$ cat src/gpp_defines.svh
// Register indices, field positions, reset values for the port block.
// Assumes APB byte addresses equal four times each index.
`ifndef GPP_DEFINES_SVH
`define GPP_DEFINES_SVH

// Register indices (byte address is four times the index)
`define GPP_IDX_FIRST_DATA 10'h006
`define GPP_IDX_THIRD_DATA 10'h007
`define GPP_IDX_FOURTH_DATA 10'h008
`define GPP_IDX_FIFTH_DATA 10'h009
`define GPP_IDX_OPTION 10'h081
`define GPP_IDX_FIRST_DIR 10'h086
`define GPP_IDX_THIRD_DIR 10'h087
`define GPP_IDX_FOURTH_DIR 10'h088
`define GPP_IDX_FIFTH_DIR 10'h089
`define GPP_IDX_IRQ_FLAG 10'h08C
`define GPP_IDX_ANALOG_CFG 10'h09F

// Fifth direction / slave control fields, then the option pull-up bit
`define GPP_BIT_IN_FULL 7
`define GPP_BIT_OUT_FULL 6
`define GPP_BIT_IN_OVF 5
`define GPP_BIT_SLAVE_SEL 4
`define GPP_BIT_PULLUP_OFF 7

// Fifth pin roles in slave mode
`define GPP_PIN_RD 0
`define GPP_PIN_WR 1
`define GPP_PIN_CS 2

// Reset values
`define GPP_RST_DIR 8'hFF
`define GPP_RST_OPTION 8'hFF
`define GPP_RST_FIFTH_DIR 3'h7
`define GPP_RST_ANALOG 3'h0

`endif

$ cat src/gpp_pkg.sv
// Types shared by the port block.
// Assumes nothing beyond a SystemVerilog compiler.
package gpp_pkg;
   typedef enum logic [1:0] {GPP_IDLE, GPP_WRITING, GPP_READING} gpp_psp_state_t;
   typedef logic [7:0] gpp_byte_t;
endpackage

$ cat src/gpp_ports.sv
// Four general ports, slave-port mode on the fourth, APB register access.
// Assumes pins are resolved outside from out/oe_n; strobes are asynchronous.
// Functional notes
// - third port is 8-bit, each pin direction set by its direction bit.
// - enabled peripheral overrides third-port pin direction, forcing output or input.
// - fourth port is 8-bit, each pin direction individually configurable.
// - slave select bit 4 of fifth direction register enables slave port.
// - fifth port has three individually directed pins doubling as strobes.
// - with slave select set, fifth pins act as slave control inputs; here their direction bits still steer them.
// - fifth pins selected analog read back as zero.
// - fifth direction bits still steer pins while analog is selected.
// - after power-on reset fifth pins are analog and read zero.
// - read strobe low with chip selected drives fourth output latch onto pins.
// - write strobe low with chip selected latches fourth pins into input latch.
// - chip select is active low; high leaves the port unselected.
// - port data latches are unknown at power-on and otherwise unchanged.
// - full direction registers reset to all ones, every pin input.
// - set direction bit floats the pin; clear bit drives output latch.
// - in slave mode the fourth direction register is ignored.
// - finished external write sets input-full and irq; cpu read clears input-full.
// - read start clears output-full; stays clear until software writes output.
//
// Chosen here: the APB register port.
module gpp_ports #(
   parameter int PORT_W = 8
) (
   input wire logic pclk,
   input wire logic presetn,
   input wire logic ce,
   input wire logic psel,
   input wire logic penable,
   input wire logic pwrite,
   input wire logic [11:0] paddr,
   input wire logic [31:0] pwdata,
   output logic [31:0] prdata,
   output logic pready,
   output logic pslverr,
   input wire logic [PORT_W-1:0] first_in,
   output logic [PORT_W-1:0] first_out,
   output logic [PORT_W-1:0] first_oe_n,
   output logic [PORT_W-1:0] first_pullup_en,
   input wire logic [PORT_W-1:0] third_in,
   output logic [PORT_W-1:0] third_out,
   output logic [PORT_W-1:0] third_oe_n,
   input wire logic [PORT_W-1:0] periph_ovr_en,
   input wire logic [PORT_W-1:0] periph_ovr_in,
   input wire logic [PORT_W-1:0] fourth_in,
   output logic [PORT_W-1:0] fourth_out,
   output logic [PORT_W-1:0] fourth_oe_n,
   input wire logic [2:0] fifth_in,
   output logic [2:0] fifth_out,
   output logic [2:0] fifth_oe_n,
   output logic slave_port_irq
);
   import gpp_pkg::*;
`include "gpp_defines.svh"

   // Refuse widths the 8-bit register map cannot hold
   // Narrower ports leave the upper register bits reading zero
   if (PORT_W < 1 || PORT_W > 8) begin : g_bad_width
      $error("PORT_W must be 1 to 8");
   end

   // Register map, byte address is four times the index
   // 0x006 first data: pins read, output latch written
   // 0x007 third data: pins read, output latch written
   // 0x008 fourth data: pins, or input latch in slave mode
   // 0x009 fifth data: three pins, zero while analog
   // 0x081 option: bit 7 high turns first pull-ups off
   // 0x086 to 0x088 direction of first, third, fourth port
   // 0x089 fifth direction, slave select and slave flags
   // Layout of 0x089: bit 7 input-full, bit 6 output-full,
   // bit 5 overflow, bit 4 slave select, bit 3 zero, 2:0 direction
   // 0x08C transfer-complete flag, write one to clear
   // 0x09F analog configuration, three bits
   // Unmapped indices answer with an error and read zero
   // Upper data bits read zero and are ignored on write

   // Registers
   logic [PORT_W-1:0] first_data_q;
   logic [PORT_W-1:0] third_data_q;
   logic [PORT_W-1:0] fourth_data_q;
   logic [PORT_W-1:0] fourth_in_latch_q;
   logic [2:0] fifth_data_q;
   logic [PORT_W-1:0] first_dir_q;
   logic [PORT_W-1:0] third_dir_q;
   logic [PORT_W-1:0] fourth_dir_q;
   logic [2:0] fifth_dir_q;
   logic [2:0] acfg_q;
   gpp_byte_t option_q;
   logic slave_sel_q;
   logic in_full_q;
   logic out_full_q;
   logic in_ovf_q;
   logic irq_flag_q;
   logic [31:0] prdata_q;
   gpp_psp_state_t psp_q;

   // Pin synchronisers
   // Only the second stage of each pair feeds any logic
   logic [PORT_W-1:0] first_s1_q;
   logic [PORT_W-1:0] first_s2_q;
   logic [PORT_W-1:0] third_s1_q;
   logic [PORT_W-1:0] third_s2_q;
   logic [PORT_W-1:0] fourth_s1_q;
   logic [PORT_W-1:0] fourth_s2_q;
   logic [2:0] fifth_s1_q;
   logic [2:0] fifth_s2_q;

   // Bus decode
   // No wait states: pready follows the clock enable
   // A low clock enable stretches the access phase
   logic [9:0] idx;
   logic setup;
   logic wr_done;
   logic rd_done;
   logic mapped;
   assign idx = paddr[11:2];
   assign setup = psel & ~penable;
   assign wr_done = psel & penable & pwrite & ce;
   assign rd_done = psel & penable & ~pwrite & ce;
   assign pready = ce;
   assign prdata = prdata_q;

   // Decoded write strobes
   logic w_first;
   logic w_third;
   logic w_fourth;
   logic w_fifth;
   logic w_opt;
   logic w_dfirst;
   logic w_dthird;
   logic w_dfourth;
   logic w_dfifth;
   logic w_irq;
   logic w_acfg;
   logic r_fourth;
   assign w_first = wr_done && idx == `GPP_IDX_FIRST_DATA;
   assign w_third = wr_done && idx == `GPP_IDX_THIRD_DATA;
   assign w_fourth = wr_done && idx == `GPP_IDX_FOURTH_DATA;
   assign w_fifth = wr_done && idx == `GPP_IDX_FIFTH_DATA;
   assign w_opt = wr_done && idx == `GPP_IDX_OPTION;
   assign w_dfirst = wr_done && idx == `GPP_IDX_FIRST_DIR;
   assign w_dthird = wr_done && idx == `GPP_IDX_THIRD_DIR;
   assign w_dfourth = wr_done && idx == `GPP_IDX_FOURTH_DIR;
   assign w_dfifth = wr_done && idx == `GPP_IDX_FIFTH_DIR;
   assign w_irq = wr_done && idx == `GPP_IDX_IRQ_FLAG;
   assign w_acfg = wr_done && idx == `GPP_IDX_ANALOG_CFG;
   assign r_fourth = rd_done && idx == `GPP_IDX_FOURTH_DATA;

   // Address map membership
   always_comb begin
      case (idx)
         `GPP_IDX_FIRST_DATA,
         `GPP_IDX_THIRD_DATA,
         `GPP_IDX_FOURTH_DATA,
         `GPP_IDX_FIFTH_DATA,
         `GPP_IDX_OPTION,
         `GPP_IDX_FIRST_DIR,
         `GPP_IDX_THIRD_DIR,
         `GPP_IDX_FOURTH_DIR,
         `GPP_IDX_FIFTH_DIR,
         `GPP_IDX_IRQ_FLAG,
         `GPP_IDX_ANALOG_CFG: mapped = 1'b1;
         default: mapped = 1'b0;
      endcase
   end
   assign pslverr = psel & penable & ~mapped;

   // Two-flop pin synchronisers
   // Pins and strobes are asynchronous; two flops tame metastability
   // Fifth flops reset high, the idle strobe level, so no false strobe
   always_ff @(posedge pclk or negedge presetn) begin
      if (!presetn) begin
         first_s1_q <= '0;
         first_s2_q <= '0;
         third_s1_q <= '0;
         third_s2_q <= '0;
         fourth_s1_q <= '0;
         fourth_s2_q <= '0;
         fifth_s1_q <= 3'h7;
         fifth_s2_q <= 3'h7;
      end else if (ce) begin
         first_s1_q <= first_in;
         first_s2_q <= first_s1_q;
         third_s1_q <= third_in;
         third_s2_q <= third_s1_q;
         fourth_s1_q <= fourth_in;
         fourth_s2_q <= fourth_s1_q;
         fifth_s1_q <= fifth_in;
         fifth_s2_q <= fifth_s1_q;
      end
   end

   // Digital view of fifth pins; analog pins read zero
   logic fifth_digital;
   logic [2:0] fifth_rd;
   assign fifth_digital = acfg_q[2] & acfg_q[1];
   assign fifth_rd = fifth_digital ? fifth_s2_q : 3'h0;

   // Slave strobes, seen only after synchronising
   logic cs_act;
   logic wr_act;
   logic rd_act;
   assign cs_act = slave_sel_q & ~fifth_s2_q[`GPP_PIN_CS];
   assign wr_act = cs_act & ~fifth_s2_q[`GPP_PIN_WR];
   assign rd_act = cs_act & ~fifth_s2_q[`GPP_PIN_RD];

   // Data latches: no reset, so unknown at power-on and kept otherwise
   // The reset input does not count as power-on, so a later pulse of it
   // leaves every latch holding its last value
   // Write the latch before clearing a direction bit
   always_ff @(posedge pclk) begin
      if (ce) begin
         if (w_first) first_data_q <= pwdata[PORT_W-1:0];
         if (w_third) third_data_q <= pwdata[PORT_W-1:0];
         if (w_fourth) fourth_data_q <= pwdata[PORT_W-1:0];
         if (w_fifth) fifth_data_q <= pwdata[2:0];
         if (wr_act) fourth_in_latch_q <= fourth_s2_q;
      end
   end

   // Direction, option and analog configuration registers
   // Reset: every direction bit set, so no pin drives
   // Option all ones, pull-ups off; analog configuration zero,
   // so the fifth pins start analog and read zero
   // Slave select clear; flags reset in their own processes
   // Data latches and synchronisers sit outside this process
   always_ff @(posedge pclk or negedge presetn) begin
      if (!presetn) begin
         first_dir_q <= '1;
         third_dir_q <= '1;
         fourth_dir_q <= '1;
         fifth_dir_q <= `GPP_RST_FIFTH_DIR;
         option_q <= `GPP_RST_OPTION;
         acfg_q <= `GPP_RST_ANALOG;
         slave_sel_q <= 1'b0;
      end else if (ce) begin
         if (w_dfirst) first_dir_q <= pwdata[PORT_W-1:0];
         if (w_dthird) third_dir_q <= pwdata[PORT_W-1:0];
         if (w_dfourth) fourth_dir_q <= pwdata[PORT_W-1:0];
         if (w_opt) option_q <= pwdata[7:0];
         if (w_acfg) acfg_q <= pwdata[2:0];
         if (w_dfifth) begin
            fifth_dir_q <= pwdata[2:0];
            slave_sel_q <= pwdata[`GPP_BIT_SLAVE_SEL];
         end
      end
   end

   // Slave transfer walk, strobes seen two edges late:
   // write: chip select and write strobe low, latch follows pins
   // write ends when either goes high; one edge later input-full
   // and the transfer-complete flag rise; a full latch overflows
   // read: chip select and read strobe low, output-full clears
   // one edge later; the output latch drives the fourth pins at once
   // read ends when either goes high; one edge later the
   // transfer-complete flag rises
   // A read that starts while a write is live waits for it to end, yet drives the fourth pins at once
   // Hazard: the strobes lag by two edges, so a master must keep
   // them low for at least three clock periods

   // Slave transfer sequencer
   logic wr_end;
   logic rd_start;
   logic rd_end;
   assign wr_end = psp_q == GPP_WRITING && !wr_act;
   assign rd_start = psp_q == GPP_IDLE && rd_act && !wr_act;
   assign rd_end = psp_q == GPP_READING && !rd_act;
   always_ff @(posedge pclk or negedge presetn) begin
      if (!presetn) begin
         psp_q <= GPP_IDLE;
      end else if (ce) begin
         case (psp_q)
            GPP_IDLE: begin
               if (wr_act) psp_q <= GPP_WRITING;
               else if (rd_act) psp_q <= GPP_READING;
            end
            GPP_WRITING: if (!wr_act) psp_q <= GPP_IDLE;
            GPP_READING: if (!rd_act) psp_q <= GPP_IDLE;
            default: psp_q <= GPP_IDLE;
         endcase
      end
   end

   // Input-full and overflow; set wins over clear
   // Input-full held clear outside slave mode; overflow stays until software
   // writes zero to its bit
   always_ff @(posedge pclk or negedge presetn) begin
      if (!presetn) begin
         in_full_q <= 1'b0;
         in_ovf_q <= 1'b0;
      end else if (ce) begin
         if (!slave_sel_q) in_full_q <= 1'b0;
         else if (wr_end) in_full_q <= 1'b1;
         else if (r_fourth) in_full_q <= 1'b0;
         if (wr_end && in_full_q && !r_fourth) in_ovf_q <= 1'b1;
         else if (w_dfifth && !pwdata[`GPP_BIT_IN_OVF]) in_ovf_q <= 1'b0;
      end
   end

   // Output-full: set by software write, cleared at read start
   // Held clear outside slave mode
   // A write in the read-start cycle leaves the flag clear
   always_ff @(posedge pclk or negedge presetn) begin
      if (!presetn) begin
         out_full_q <= 1'b0;
      end else if (ce) begin
         if (!slave_sel_q) out_full_q <= 1'b0;
         else if (rd_start) out_full_q <= 1'b0;
         else if (w_fourth) out_full_q <= 1'b1;
      end
   end

   // Transfer-complete flag; write 1 clears, hardware set wins
   // Set at the end of every slave read or write
   always_ff @(posedge pclk or negedge presetn) begin
      if (!presetn) begin
         irq_flag_q <= 1'b0;
      end else if (ce) begin
         if (wr_end || rd_end) irq_flag_q <= 1'b1;
         else if (w_irq && pwdata[0]) irq_flag_q <= 1'b0;
      end
   end
   assign slave_port_irq = irq_flag_q;

   // Read data mux, captured in the setup phase
   // Early capture lets a read that clears input-full still
   // return the byte that set it
   logic [31:0] rd_mux;
   always_comb begin
      rd_mux = '0;
      case (idx)
         `GPP_IDX_FIRST_DATA: rd_mux[PORT_W-1:0] = first_s2_q;
         `GPP_IDX_THIRD_DATA: rd_mux[PORT_W-1:0] = third_s2_q;
         `GPP_IDX_FOURTH_DATA: rd_mux[PORT_W-1:0] = slave_sel_q ? fourth_in_latch_q : fourth_s2_q;
         `GPP_IDX_FIFTH_DATA: rd_mux[2:0] = fifth_rd;
         `GPP_IDX_OPTION: rd_mux[7:0] = option_q;
         `GPP_IDX_FIRST_DIR: rd_mux[PORT_W-1:0] = first_dir_q;
         `GPP_IDX_THIRD_DIR: rd_mux[PORT_W-1:0] = third_dir_q;
         `GPP_IDX_FOURTH_DIR: rd_mux[PORT_W-1:0] = fourth_dir_q;
         `GPP_IDX_FIFTH_DIR: rd_mux[7:0] = {in_full_q, out_full_q, in_ovf_q, slave_sel_q,
                                             1'b0, fifth_dir_q};
         `GPP_IDX_IRQ_FLAG: rd_mux[0] = irq_flag_q;
         `GPP_IDX_ANALOG_CFG: rd_mux[2:0] = acfg_q;
         default: rd_mux = '0;
      endcase
   end

   // Read data register
   // Holds until the next read setup
   always_ff @(posedge pclk or negedge presetn) begin
      if (!presetn) prdata_q <= '0;
      else if (ce && setup && !pwrite) prdata_q <= rd_mux;
   end

   // First port drivers and pull-ups
   // Pull-up only on input pins, never on a driven one
   assign first_out = first_data_q;
   assign first_oe_n = first_dir_q;
   assign first_pullup_en = option_q[`GPP_BIT_PULLUP_OFF] ? '0 : first_dir_q;

   // Third port with peripheral direction override
   // Override bit: one makes the pin an input, zero an output
   // The direction register keeps its value under override
   genvar gi;
   for (gi = 0; gi < PORT_W; gi++) begin : g_third
      assign third_oe_n[gi] = periph_ovr_en[gi] ? periph_ovr_in[gi] : third_dir_q[gi];
   end
   assign third_out = third_data_q;

   // Fourth port: direction register, or the external master in slave mode
   // Strobe lag delays the slave drive by two edges
   assign fourth_out = fourth_data_q;
   assign fourth_oe_n = slave_sel_q ? {PORT_W{~rd_act}} : fourth_dir_q;

   // Fifth port: direction bits always rule, slave mode included
   // Software keeps these set while analog or in slave mode
   assign fifth_out = fifth_data_q;
   assign fifth_oe_n = fifth_dir_q;
endmodule

$ cat config.mk
export PLATFORM = sky130hd
export DESIGN_NAME = gpp_ports
export DESIGN_NICKNAME = d
export VERILOG_FILES = /design/src/gpp_pkg.sv /design/src/gpp_ports.sv
export VERILOG_INCLUDE_DIRS = /design/src
export SDC_FILE = /design/constraint.sdc
export NUM_CORES = 1
export LEC_CHECK = 0
export ABC_AREA = 1
export BUFFER_PORTS_ARGS = -buffer_cell sky130_fd_sc_hd__buf_2
export CAP_MARGIN = 10
export CORE_MARGIN = 5
export CORE_UTILIZATION = 52
export CTS_BUF_LIST = sky130_fd_sc_hd__clkbuf_16
export CTS_CLUSTER_SIZE = 40
export DETAILED_ROUTE_END_ITERATION = 8
export HOLD_SLACK_MARGIN = 0.15
export PLACE_DENSITY = 0.8
export SLEW_MARGIN = 20
export SYNTH_ARGS = -nofsm -noshare
export SYNTH_HDL_FRONTEND = slang
export SYNTH_SLANG_ARGS = --single-unit
export TNS_END_PERCENT = 10
$ cat constraint.sdc
create_clock -name pclk -period 2.1 [get_ports pclk]
set_input_delay 0.42 -clock pclk [delete_from_list [all_inputs] [get_ports pclk]]
set_output_delay 0.42 -clock pclk [all_outputs]
set_load 0.1 [all_outputs]
== Word-level counts from Yosys, hierarchy flattened ==
Index checks and enable logic that the tools add are counted.
Storage, ports and cells
  bits in registers: 142
  bits of input ports: 93
  output and inout bits: 97
Operators by class
  equal/unequal tests: 18
  muxes and demuxes: 31
  bitwise operators: 18
  reduce and logical (&&, ||, !) cells: 48
Operators by type and width (count)
  $eq 10x8->1 const B: 7
  $pmux 5 s8: 1
  $reduce_and 2->1: 15
  $mux 8: 3
  $logic_and 1x1->1: 22
  $eq 10x3->1 const B: 2
  $eq 10x4->1 const B: 2
  $pmux 2 s10: 1
  $mux 1: 19
  $and 1x1->1: 11
  $pmux 1 s11: 1
  $reduce_or 11->1: 1
  $mux 2: 4
  $not 1->1: 7
  $ne 3x1->1 const B: 2
  $pmux 2 s3: 1
  $logic_not 1->1: 5
  $ne 2x2->1 const B: 2
  $reduce_and 4->1: 1
  $reduce_bool 2->1: 2
  $mux 3: 1
  $ne 3x3->1 const B: 1
  $eq 2x1->1 const B: 1
  $eq 2x2->1 const B: 1
  other kinds (2): 2

== Logic depth before layout (Yosys ltp) ==
Gate-level depths: netlist of run 1.
  word-level depth: 9
  depth in mapped cells: 11
  gate-level depth less buffers: 11

== Least setup slack after synthesis of run 1 ==
Ideal clock, no wire load.
  kind: reg2out
  start point: reg third_dir_q[3]
  end point: out third_oe_n[3]
  arrival time: 2.652 ns
  data required time: 1.680 ns
  setup slack: -0.972 ns
  stages on the path, launching flop included: 3
  buffers on the path: 0
  cell sequence: dfstp_2 inv_1 o21ai_0
Between the ends
  longest elaborated chain between the ends: 1
Ends and longest elaborated chain
  start, declared: RTL line gpp_ports.sv:86  | logic [PORT_W-1:0] third_dir_q;
  start signal, assigned: RTL line gpp_ports.sv:240  | if (w_dthird) third_dir_q <= pwdata[PORT_W-1:0];
  $mux 1: RTL line gpp_ports.sv:368  | assign third_oe_n[gi] = periph_ovr_en[gi] ? periph_ovr_in[gi] : third_dir_q[gi];
  end, declared: RTL line gpp_ports.sv:44  | output logic [PORT_W-1:0] third_oe_n,
No other way between the ends.

== Final worst setup path of run 1 ==
  start point: reg fifth_s2_q[2]
  end point: out fourth_oe_n[4]
Between the ends
  longest elaborated chain between the ends: 5
Ends and longest elaborated chain
  start, declared: RTL line gpp_ports.sv:108  | logic [2:0] fifth_s2_q;
  start signal, assigned: RTL line gpp_ports.sv:191  | fifth_s2_q <= fifth_s1_q;
  $not 1->1: RTL line gpp_ports.sv:205  | assign cs_act = slave_sel_q & ~fifth_s2_q[`GPP_PIN_CS];
  $and 1x1->1: RTL line gpp_ports.sv:205
  $and 1x1->1: RTL line gpp_ports.sv:207  | assign rd_act = cs_act & ~fifth_s2_q[`GPP_PIN_RD];
  $not 1->1: RTL line gpp_ports.sv:375  | assign fourth_oe_n = slave_sel_q ? {PORT_W{~rd_act}} : fourth_dir_q;
  $mux 8: RTL line gpp_ports.sv:375
  end, declared: RTL line gpp_ports.sv:49  | output logic [PORT_W-1:0] fourth_oe_n,
No other way between the ends.

==> results of run 1 <==
==> registers in the layout, indices dropped and copies added, names as in the netlist, 2 cells and up <==
| signal | count |
|---|---|
| fifth_s1_q | 3 |
| prdata | 8 |
| third_dir_q | 8 |
| fourth_s2_q | 8 |
| fourth_dir_q | 8 |
| first_s2_q | 8 |
| option_q | 8 |
| acfg_q | 3 |
| third_s2_q | 8 |
| fourth_out | 8 |
| fifth_out | 3 |
| fifth_s2_q | 3 |
| first_oe_n | 8 |
| third_out | 8 |
| fourth_in_latch_q | 8 |
| first_s1_q | 8 |
| first_out | 8 |
| fifth_oe_n | 3 |
| fourth_s1_q | 8 |
| third_s1_q | 8 |
| psp_q | 2 |
==> path summary, 6_finish.rpt <==
kind                            cells past startpoint                        endpoint
worst max-delay path                                6                  fourth_oe_n[4]
worst min-delay path                                3       fifth_s1_q[2]$_DFFE_PN1P_
worst max register to register                     10            psp_q[1]$_DFFE_PN0P_
worst min register to register                      0  fourth_in_latch_q[2]$_DFFE_PP_
max in group asynchronous                           3           acfg_q[0]$_DFFE_PN0P_
min in group asynchronous                           2      fourth_s1_q[7]$_DFFE_PN0P_
==> power by group through the flow <==
stage	registers [µW]	clock network, µW	logic (µW)
floorplan	3060	0	553
detailed placement	3070	0	758
CTS	3020	2990	767
global placement	3060	0	743
finish	3020	2970	772
global route	3040	3130	842
==> cell type report <==
type,count,area share
well taps,172,0.0254
inverters,66,0.0296
repair buffers,172,0.133
clock buffers,21,0.0621
multi-input cells,548,0.295
flip-flops and latches,142,0.446
clock inverters,11,0.00827
==> critical path, stage by stage (launching register included) <==
cell	delay (ps)
dfstp_2	510
inv_1	70
nand3_4	100
inv_4	50
buf_12	150
nor2_2	140
buf_12	190
==> metal layers <==
layer,wire [µm],GRT usage,vias to the layer above
met1,6600,0.288,2620
li1,-,-,2800
met2,8630,0.393,246
met4,629,0.120,0
met3,1420,0.0594,57
met5,0,0,-
==> logic make-up after synthesis <==
| group | synth area share |
|---|---|
| flops | 0.572 |
| buf+inv | 0.0829 |
| other cells | 0.000567 |
| mux | 0.0119 |
| simple gates | 0.262 |
| compound gates | 0.0708 |
==> Yosys cell counts <==
library cell,count
a21oi_1,4
a2bb2oi_1,1
a31oi_1,1
buf_1,4
buf_2,6
buf_4,25
clkbuf_1,18
clkinv_1,2
conb_1,1
dfrtp_1,66
dfstp_2,41
edfxtp_1,35
inv_1,64
mux2_2,7
nand2_1,282
nand3_1,34
nand4_1,24
nor2_1,75
nor2_2,2
nor3_1,3
nor3_2,1
nor3_4,1
nor4_1,2
o21ai_0,85
o31ai_1,1
or2_2,1
==> metrics by stage <==
stage | TNS, ps | utilization | total power, µW | std cells | cell area [µm²]
6_report | 0 | 0.677 | 6760 | 1132 | 8470
5_1_grt | -25.5 | 0.677 | 7010 | 1132 | 8470
4_1_cts | 0 | 0.673 | 6780 | 1131 | 8430
3_5_place_dp | -7.98 | 0.620 | 3830 | 1097 | 7760
3_3_place_gp | 0 | 0.620 | 3810 | 1097 | 7760
2_1_floorplan | -3810 | - | 3620 | 809 | 6750
==> what timing repair did <==
item                                    in CTS  in global routing
hold buffers                                 1                  0
pin swaps                                    1                  2
endpoints found under the setup margin       9                  4
resized for setup                           13                 10
buffers inserted                             1                  1
endpoints found under the hold margin       21                  0
==> summary.log, run 1 <==
INFO  setup_path     timing.critical_path.fanout_max=8
INFO  pwr            power.switching_fraction=0.270
INFO  synthesis      netlist_area=6610µm²
INFO  timing         setup_violations=0
INFO  floorplanning  site_row_count=41
INFO  drt            via_count=5723
INFO  synthesis      synth_largest_type_area_fraction=0.250
INFO  finish         filler_cells=1037
INFO  finish         mostFrequentLayoutCells=280 x nand2_1, 128 x buf_2, 84 x o21ai_0
INFO  grt            grt_antenna_before_repair=0
INFO  cts            clock_insertion_delay_worst_skew=420ps
INFO  grt            gr-total-overflow=0
INFO  pwr            power.clock.fraction=0.439
INFO  floorplanning  fp.coreArea=12500µm²
INFO  floorplanning  design.die.area=15100µm²
INFO  synthesis      netlist.top_cell.by_area=dfrtp_1
INFO  pwr            power.sequential.fraction=0.447
INFO  timing         tmin_final=2060ps
INFO  timing         report.final.slew_viol_count=0
INFO  pwr            cell_internal_pwr=4940µW
INFO  pwr            switching_power=1830µW
INFO  finish         multi_input_comb_area=2500µm²
INFO  finish         layout_commonest_cell=nand2_1
INFO  grt            grt_use_total=0.237
INFO  setup_path     cp-start-kind=flip-flop
INFO  cts            tritoncts=yes
INFO  drt            postRouteWirelength=17300µm
INFO  finish         fin_nets=1040
INFO  cts            clock_tree.htree_level_count=4
INFO  finish         antennaDiodeCount=0
INFO  grt            pin_count_of_the_biggest_net_entering_global_routing=61
INFO  synthesis      synthesis.instances=786
INFO  timing         fin_hold_ws=197ps
INFO  setup_path     regToRegSetupSlack=430ps
INFO  timing         fin_skew=7.05ps
INFO  place          place.port_buffers=139
INFO  synthesis      synth-warning-count=0
INFO  timing         grt_setup_unrepaired=true
INFO  min_path       hp-start=fifth_in[2]
INFO  drt            antenna_violating_nets_post_route=0
INFO  run_status     run_status=complete, no violations
INFO  setup_path     crit_type=reg -> out
INFO  synthesis      postSynthAreaPerCell=8.41µm²
INFO  setup_path     critical_path.endpoint_type=output pin
INFO  pwr            combPwrFrac=0.114
INFO  drt            detail_route.drc_violations=0
INFO  timing         worstMarginPinSlew=547ps
INFO  drt            post_drt_via_cell_ratio=5.06
INFO  cts            clockRootBuffer=clkbuf_16
INFO  synthesis      synth_sequential_area_ratio=0.572
INFO  place          detailedPlace.worstSlack=-7.98ps
INFO  grt            grt_pass1_vias=5544
INFO  drt            avgRoutedWirePerCell=15.3µm
INFO  floorplanning  io_pins=190
INFO  pwr            power_leakage=0.00413µW
INFO  finish         sequential_cell_area=3780µm²
INFO  run            max-cap-violations=0
INFO  synthesis      synth-seq-cells=142
INFO  setup_path     worst_setup_path_startpoint=fifth_s2_q[2]$_DFFE_PN1P_
INFO  floorplanning  fp.dieH=123µm
INFO  timing         fmax=0.486GHz
INFO  cts            tritoncts_num_sinks=142
INFO  cts            cts-buffers-inserted=17
INFO  floorplanning  start_util=0.528
INFO  pwr            power-per-cell-area=799nW/µm²
INFO  timing         final.period_utilization=0.981
INFO  setup_path     worst_ep_required_time=1680ps
INFO  pwr            ir_worst_vdd=0.626mV
INFO  setup_path     critical_path_arrival=1640ps
INFO  finish         areaGrowthSynthToFinish=28.1%
INFO  cts            cts.clk_slew.worst_paths=60ps
INFO  place          routabilityCongestion=0.934
INFO  setup_path     critical_path.reg2reg.startpoint=fifth_s2_q[2]$_DFFE_PN1P_
INFO  grt            grt_pass1_wl=27100µm
INFO  synthesis      post_synth_main_area_contributors=dfrtp_1 25%, dfstp_2 16%, nand2_1 16%
INFO  floorplanning  horizontal_die_dimension=123µm
INFO  timing         final_hold_viol_count=0
INFO  drt            drt-initial-drc-count=447
INFO  min_path       min-delay-path-class=in -> reg
INFO  finish         final_layout_size_suffix_gt1_frac=0.297
INFO  timing         setup_ws=40.4ps
INFO  drt            drt_pass1_iterations=7
INFO  cts            clock_path_buffers=2
INFO  timing         slew-limit-headroom=0.635
INFO  place          dpl.hpwl=12700µm
INFO  synthesis      yosys.cell_types.count=26
(Power assumes the default switching activity.)
==> inputs of run 2 (changes only) <==
ABC_AREA = 0   (was 1)
==> run 2 against run 1 <==
Net effect:
- sequential share of layout area decreased by 0.96 points
- wire length increased by 3.4%
- clock power grew 9.4%
- sequential cell count is the same
- the run now ends with negative setup slack left
- die area shrank 0.61%
==> summary.log, run 2 <==
INFO  min_path       hp-start=fourth_in[3] [was fifth_in[2]]
INFO  floorplanning  site_row_count=41 [unchanged]
INFO  cts            clock_path_buffers=2 [unchanged]
INFO  cts            clock_insertion_delay_worst_skew=420ps [about the same]
INFO  synthesis      synth-edff-count=35 [unchanged]
INFO  timing         tmin_final=2160ps [was 2060 ps]
INFO  timing         report.final.slew_viol_count=0 [unchanged]
INFO  drt            detail_route.drc_violations=0 [unchanged]
INFO  grt            grt_pass1_wl=27600µm [was 27100 µm]
INFO  setup_path     crit_type=in -> out [was reg -> out]
INFO  timing         totalNegativeSetupSlack=-60.7ps [was 0 ps]
INFO  finish         mostFrequentLayoutCells=126 x buf_2, 96 x mux2_2, 66 x dfrtp_1 [was 280 x nand2_1, 128 x buf_2, 84 x o21ai_0]
INFO  synthesis      post_synth_most_frequent_cells=96 x mux2_2, 66 x dfrtp_1, 41 x dfstp_2 [was 282 x nand2_1, 85 x o21ai_0, 75 x nor2_1]
INFO  timing         fmax=0.463GHz [was 0.486 GHz]
INFO  floorplanning  io_pins=190 [unchanged]
INFO  setup_path     critical_path.reg2reg.startpoint=slave_sel_q$_DFFE_PN0P_ [was fifth_s2_q[2]$_DFFE_PN1P_]
INFO  setup_path     cp-start-kind=input port [was flip-flop]
INFO  finish         final_util=0.691 [was 0.677]
INFO  floorplanning  fp.coreArea=12500µm² [unchanged]
INFO  pwr            power_leakage=0.00380µW [was 0.00413 µW]
INFO  min_path       min-delay-path-class=in -> reg [unchanged]
INFO  synthesis      synth-seq-cells=142 [unchanged]
INFO  grt            grt_antenna_before_repair=0 [unchanged]
INFO  synthesis      synth_sequential_area_ratio=0.576 [was 0.572]
INFO  floorplanning  horizontal_die_dimension=122µm [was 123 µm]
INFO  run_status     failed_checks=negative setup slack
INFO  grt            grt_pass1_vias=5053 [was 5544]
INFO  setup_path     critical_path.endpoint_type=output pin [unchanged]
INFO  place          place.port_buffers=139 [unchanged]
INFO  drt            postRouteWirelength=17900µm [was 17300 µm]
INFO  run_status     run_status=finished with violations [was complete, no violations]
INFO  drt            antenna_violating_nets_post_route=0 [unchanged]
INFO  drt            avgRoutedWirePerCell=20.4µm [was 15.3 µm]
INFO  synthesis      post_synth_main_area_contributors=dfrtp_1 25%, mux2_2 16%, dfstp_2 16% [was dfrtp_1 25%, dfstp_2 16%, nand2_1 16%]
INFO  timing         fin_skew=5.92ps [was 7.05 ps]
INFO  synthesis      yosys.cell_count.top_type=mux2_2 [was nand2_1]
INFO  floorplanning  fp.dieH=122µm [was 123 µm]
INFO  grt            pin_count_of_the_biggest_net_entering_global_routing=63 [was 61]
INFO  drt            via_count=4811 [was 5723]
INFO  finish         antennaDiodeCount=0 [unchanged]
INFO  setup_path     timing.critical_path.fanout_max=3 [was 8]
INFO  pwr            final_total_pwr=7190µW [was 6760 µW]
INFO  timing         fin_hold_ws=229ps [was 197 ps]
INFO  finish         final_layout_size_suffix_gt1_frac=0.578 [was 0.297]
INFO  synthesis      postSynthAreaPerCell=13.2µm² [was 8.41 µm²]
INFO  finish         layout_commonest_cell=buf_2 [was nand2_1]
INFO  finish         areaGrowthSynthToFinish=31.8% [was 28.1%]
INFO  floorplanning  design.die.area=15000µm² [was 15100 µm²]
INFO  synthesis      synth-warning-count=0 [unchanged]
INFO  run            max-cap-violations=0 [unchanged]
INFO  cts            clock_tree.htree_level_count=4 [unchanged]
INFO  floorplanning  start_util=0.525 [was 0.528]
INFO  timing         final.period_utilization=1.03 [was 0.981]
INFO  place          routabilityCongestion=0.900 [was 0.934]
INFO  place          area_of_placed_instances=7930µm² [was 7760 µm²]
INFO  synthesis      async_reset_ff_frac=0.754 [unchanged]
INFO  timing         grt_setup_unrepaired=true [unchanged]
INFO  drt            drt_pass1_iterations=6 [was 7]
INFO  timing         setup_ws=-60.7ps [was 40.4 ps]
INFO  synthesis      synthesis.instances=496 [was 786]
INFO  cts            cts-buffers-inserted=17 [unchanged]
INFO  cts            tritoncts=yes [unchanged]
INFO  drt            post_drt_via_cell_ratio=5.50 [was 5.06]
INFO  pwr            ir_worst_vdd=0.763mV [was 0.626 mV]
INFO  grt            grt_use_total=0.249 [was 0.237]
INFO  setup_path     worst_ep_required_time=1680ps [about the same]
INFO  synthesis      netlist.top_cell.by_area=dfrtp_1 [unchanged]
INFO  setup_path     critical_path_arrival=1740ps [was 1640 ps]
INFO  synthesis      ys.flop_type=dfrtp_1 [unchanged]
INFO  cts            cts.clk_slew.worst_paths=60ps [about the same]
INFO  cts            clockRootBuffer=clkbuf_16 [unchanged]
INFO  finish         fin_area=8650µm² [was 8470 µm²]
INFO  finish         fin_nets=783 [was 1040]
INFO  synthesis      yosys.cell_types.count=63 [was 26]
INFO  grt            gr-total-overflow=0 [unchanged]
INFO  timing         setup_violations=1 [was 0]
INFO  place          dpl.hpwl=13400µm [was 12700 µm]
INFO  drt            drt-initial-drc-count=239 [was 447]
INFO  synthesis      netlist_area=6570µm² [was 6610 µm²]
INFO  timing         final_hold_viol_count=0 [unchanged]
INFO  setup_path     worst_setup_path_startpoint=paddr[8] [was fifth_s2_q[2]$_DFFE_PN1P_]
INFO  cts            tritoncts_num_sinks=142 [unchanged]
INFO  pwr            power-per-cell-area=831nW/µm² [was 799 nW/µm²]
INFO  synthesis      synth_largest_type_area_fraction=0.251 [was 0.250]
==> run 2: cell types whose count changed after synthesis, moves of 17 or more <==
| cell | change |
|---|---|
| nand2_1 | -255 |
| nand3_1 | -27 |
| inv_1 | -59 |
| o21ai_0 | -76 |
| nand4_1 | -17 |
| nor2_1 | -48 |
| mux2_2 | +89 |
==> run 2: per-layer routing <==
metal,up-vias,track usage,wire length [µm]
li1,2190,-,-
met1,2412,0.307,7310
met2,178,0.428,9050
met3,31,0.0535,1050
met4,0,0.0987,443
met5,-,0,0
==> run 2: repair_timing <==
item,in CTS,in global routing
setup endpoints to repair,4,5
setup buffers,0,1
pin swaps,2,4
hold buffers,1,0
endpoints found under the hold margin,17,0
resized for setup,9,7
==> run 2: cells by family (layout without fill, tap and decap cells) <==
group                  after synthesis  in the layout  share of synthesized area
and+or+nand+nor                    114            114                     0.0974
other                                1             24                   0.000571
muxes                              120            120                      0.207
buffers and inverters               53            237                     0.0472
DFF                                142            142                      0.576
AOI/OAI and AO/OA                   66             66                     0.0720
==> run 2: stage by stage <==
step | cells | setup slack [ps]
final | 875 | -60.7
after global routing | 875 | -105
after CTS | 874 | -44.9
after detailed placement | 841 | -324
after global placement | 841 | -314
after floorplan | 519 | -248
==> run 2: critical path: stages <==
cell	delay, ps
buf_6	90
or4b_4	580
nor3_4	200
nand3_1	100
and4_4	180
buf_12	160
==> run 2: cell type report <==
cell class,count,area (µm²)
Clock buffer,17,425
Clock inverter,15,220
Fill cell,903,3860
Inverter,5,18.8
Multi-Input combinational cell,324,2650
Sequential cell,142,3780
Tap cell,172,215
Timing Repair Buffer,200,1350
==> run 2: worst paths after layout <==
check | to | slack, ps | cells past startpoint
max | pslverr | -60 | 6
min | fourth_s1_q[3]$_DFFE_PN0P_ | 230 | 2
max reg2reg | prdata[3]$_DFFE_PN0P_ | 310 | 6
min reg2reg | fourth_in_latch_q[4]$_DFFE_PP_ | 450 | 0
max in group asynchronous | third_dir_q[3]$_DFFE_PN1P_ | 950 | 3
min in group asynchronous | fourth_s1_q[6]$_DFFE_PN0P_ | 490 | 2
==> run 2: where the power goes <==
group	internal [µW]	leakage (µW)	switching, µW
Clock	2100	0.000314	1150
Sequential	2990	0.00155	90.2
Combinational	285	0.00195	570
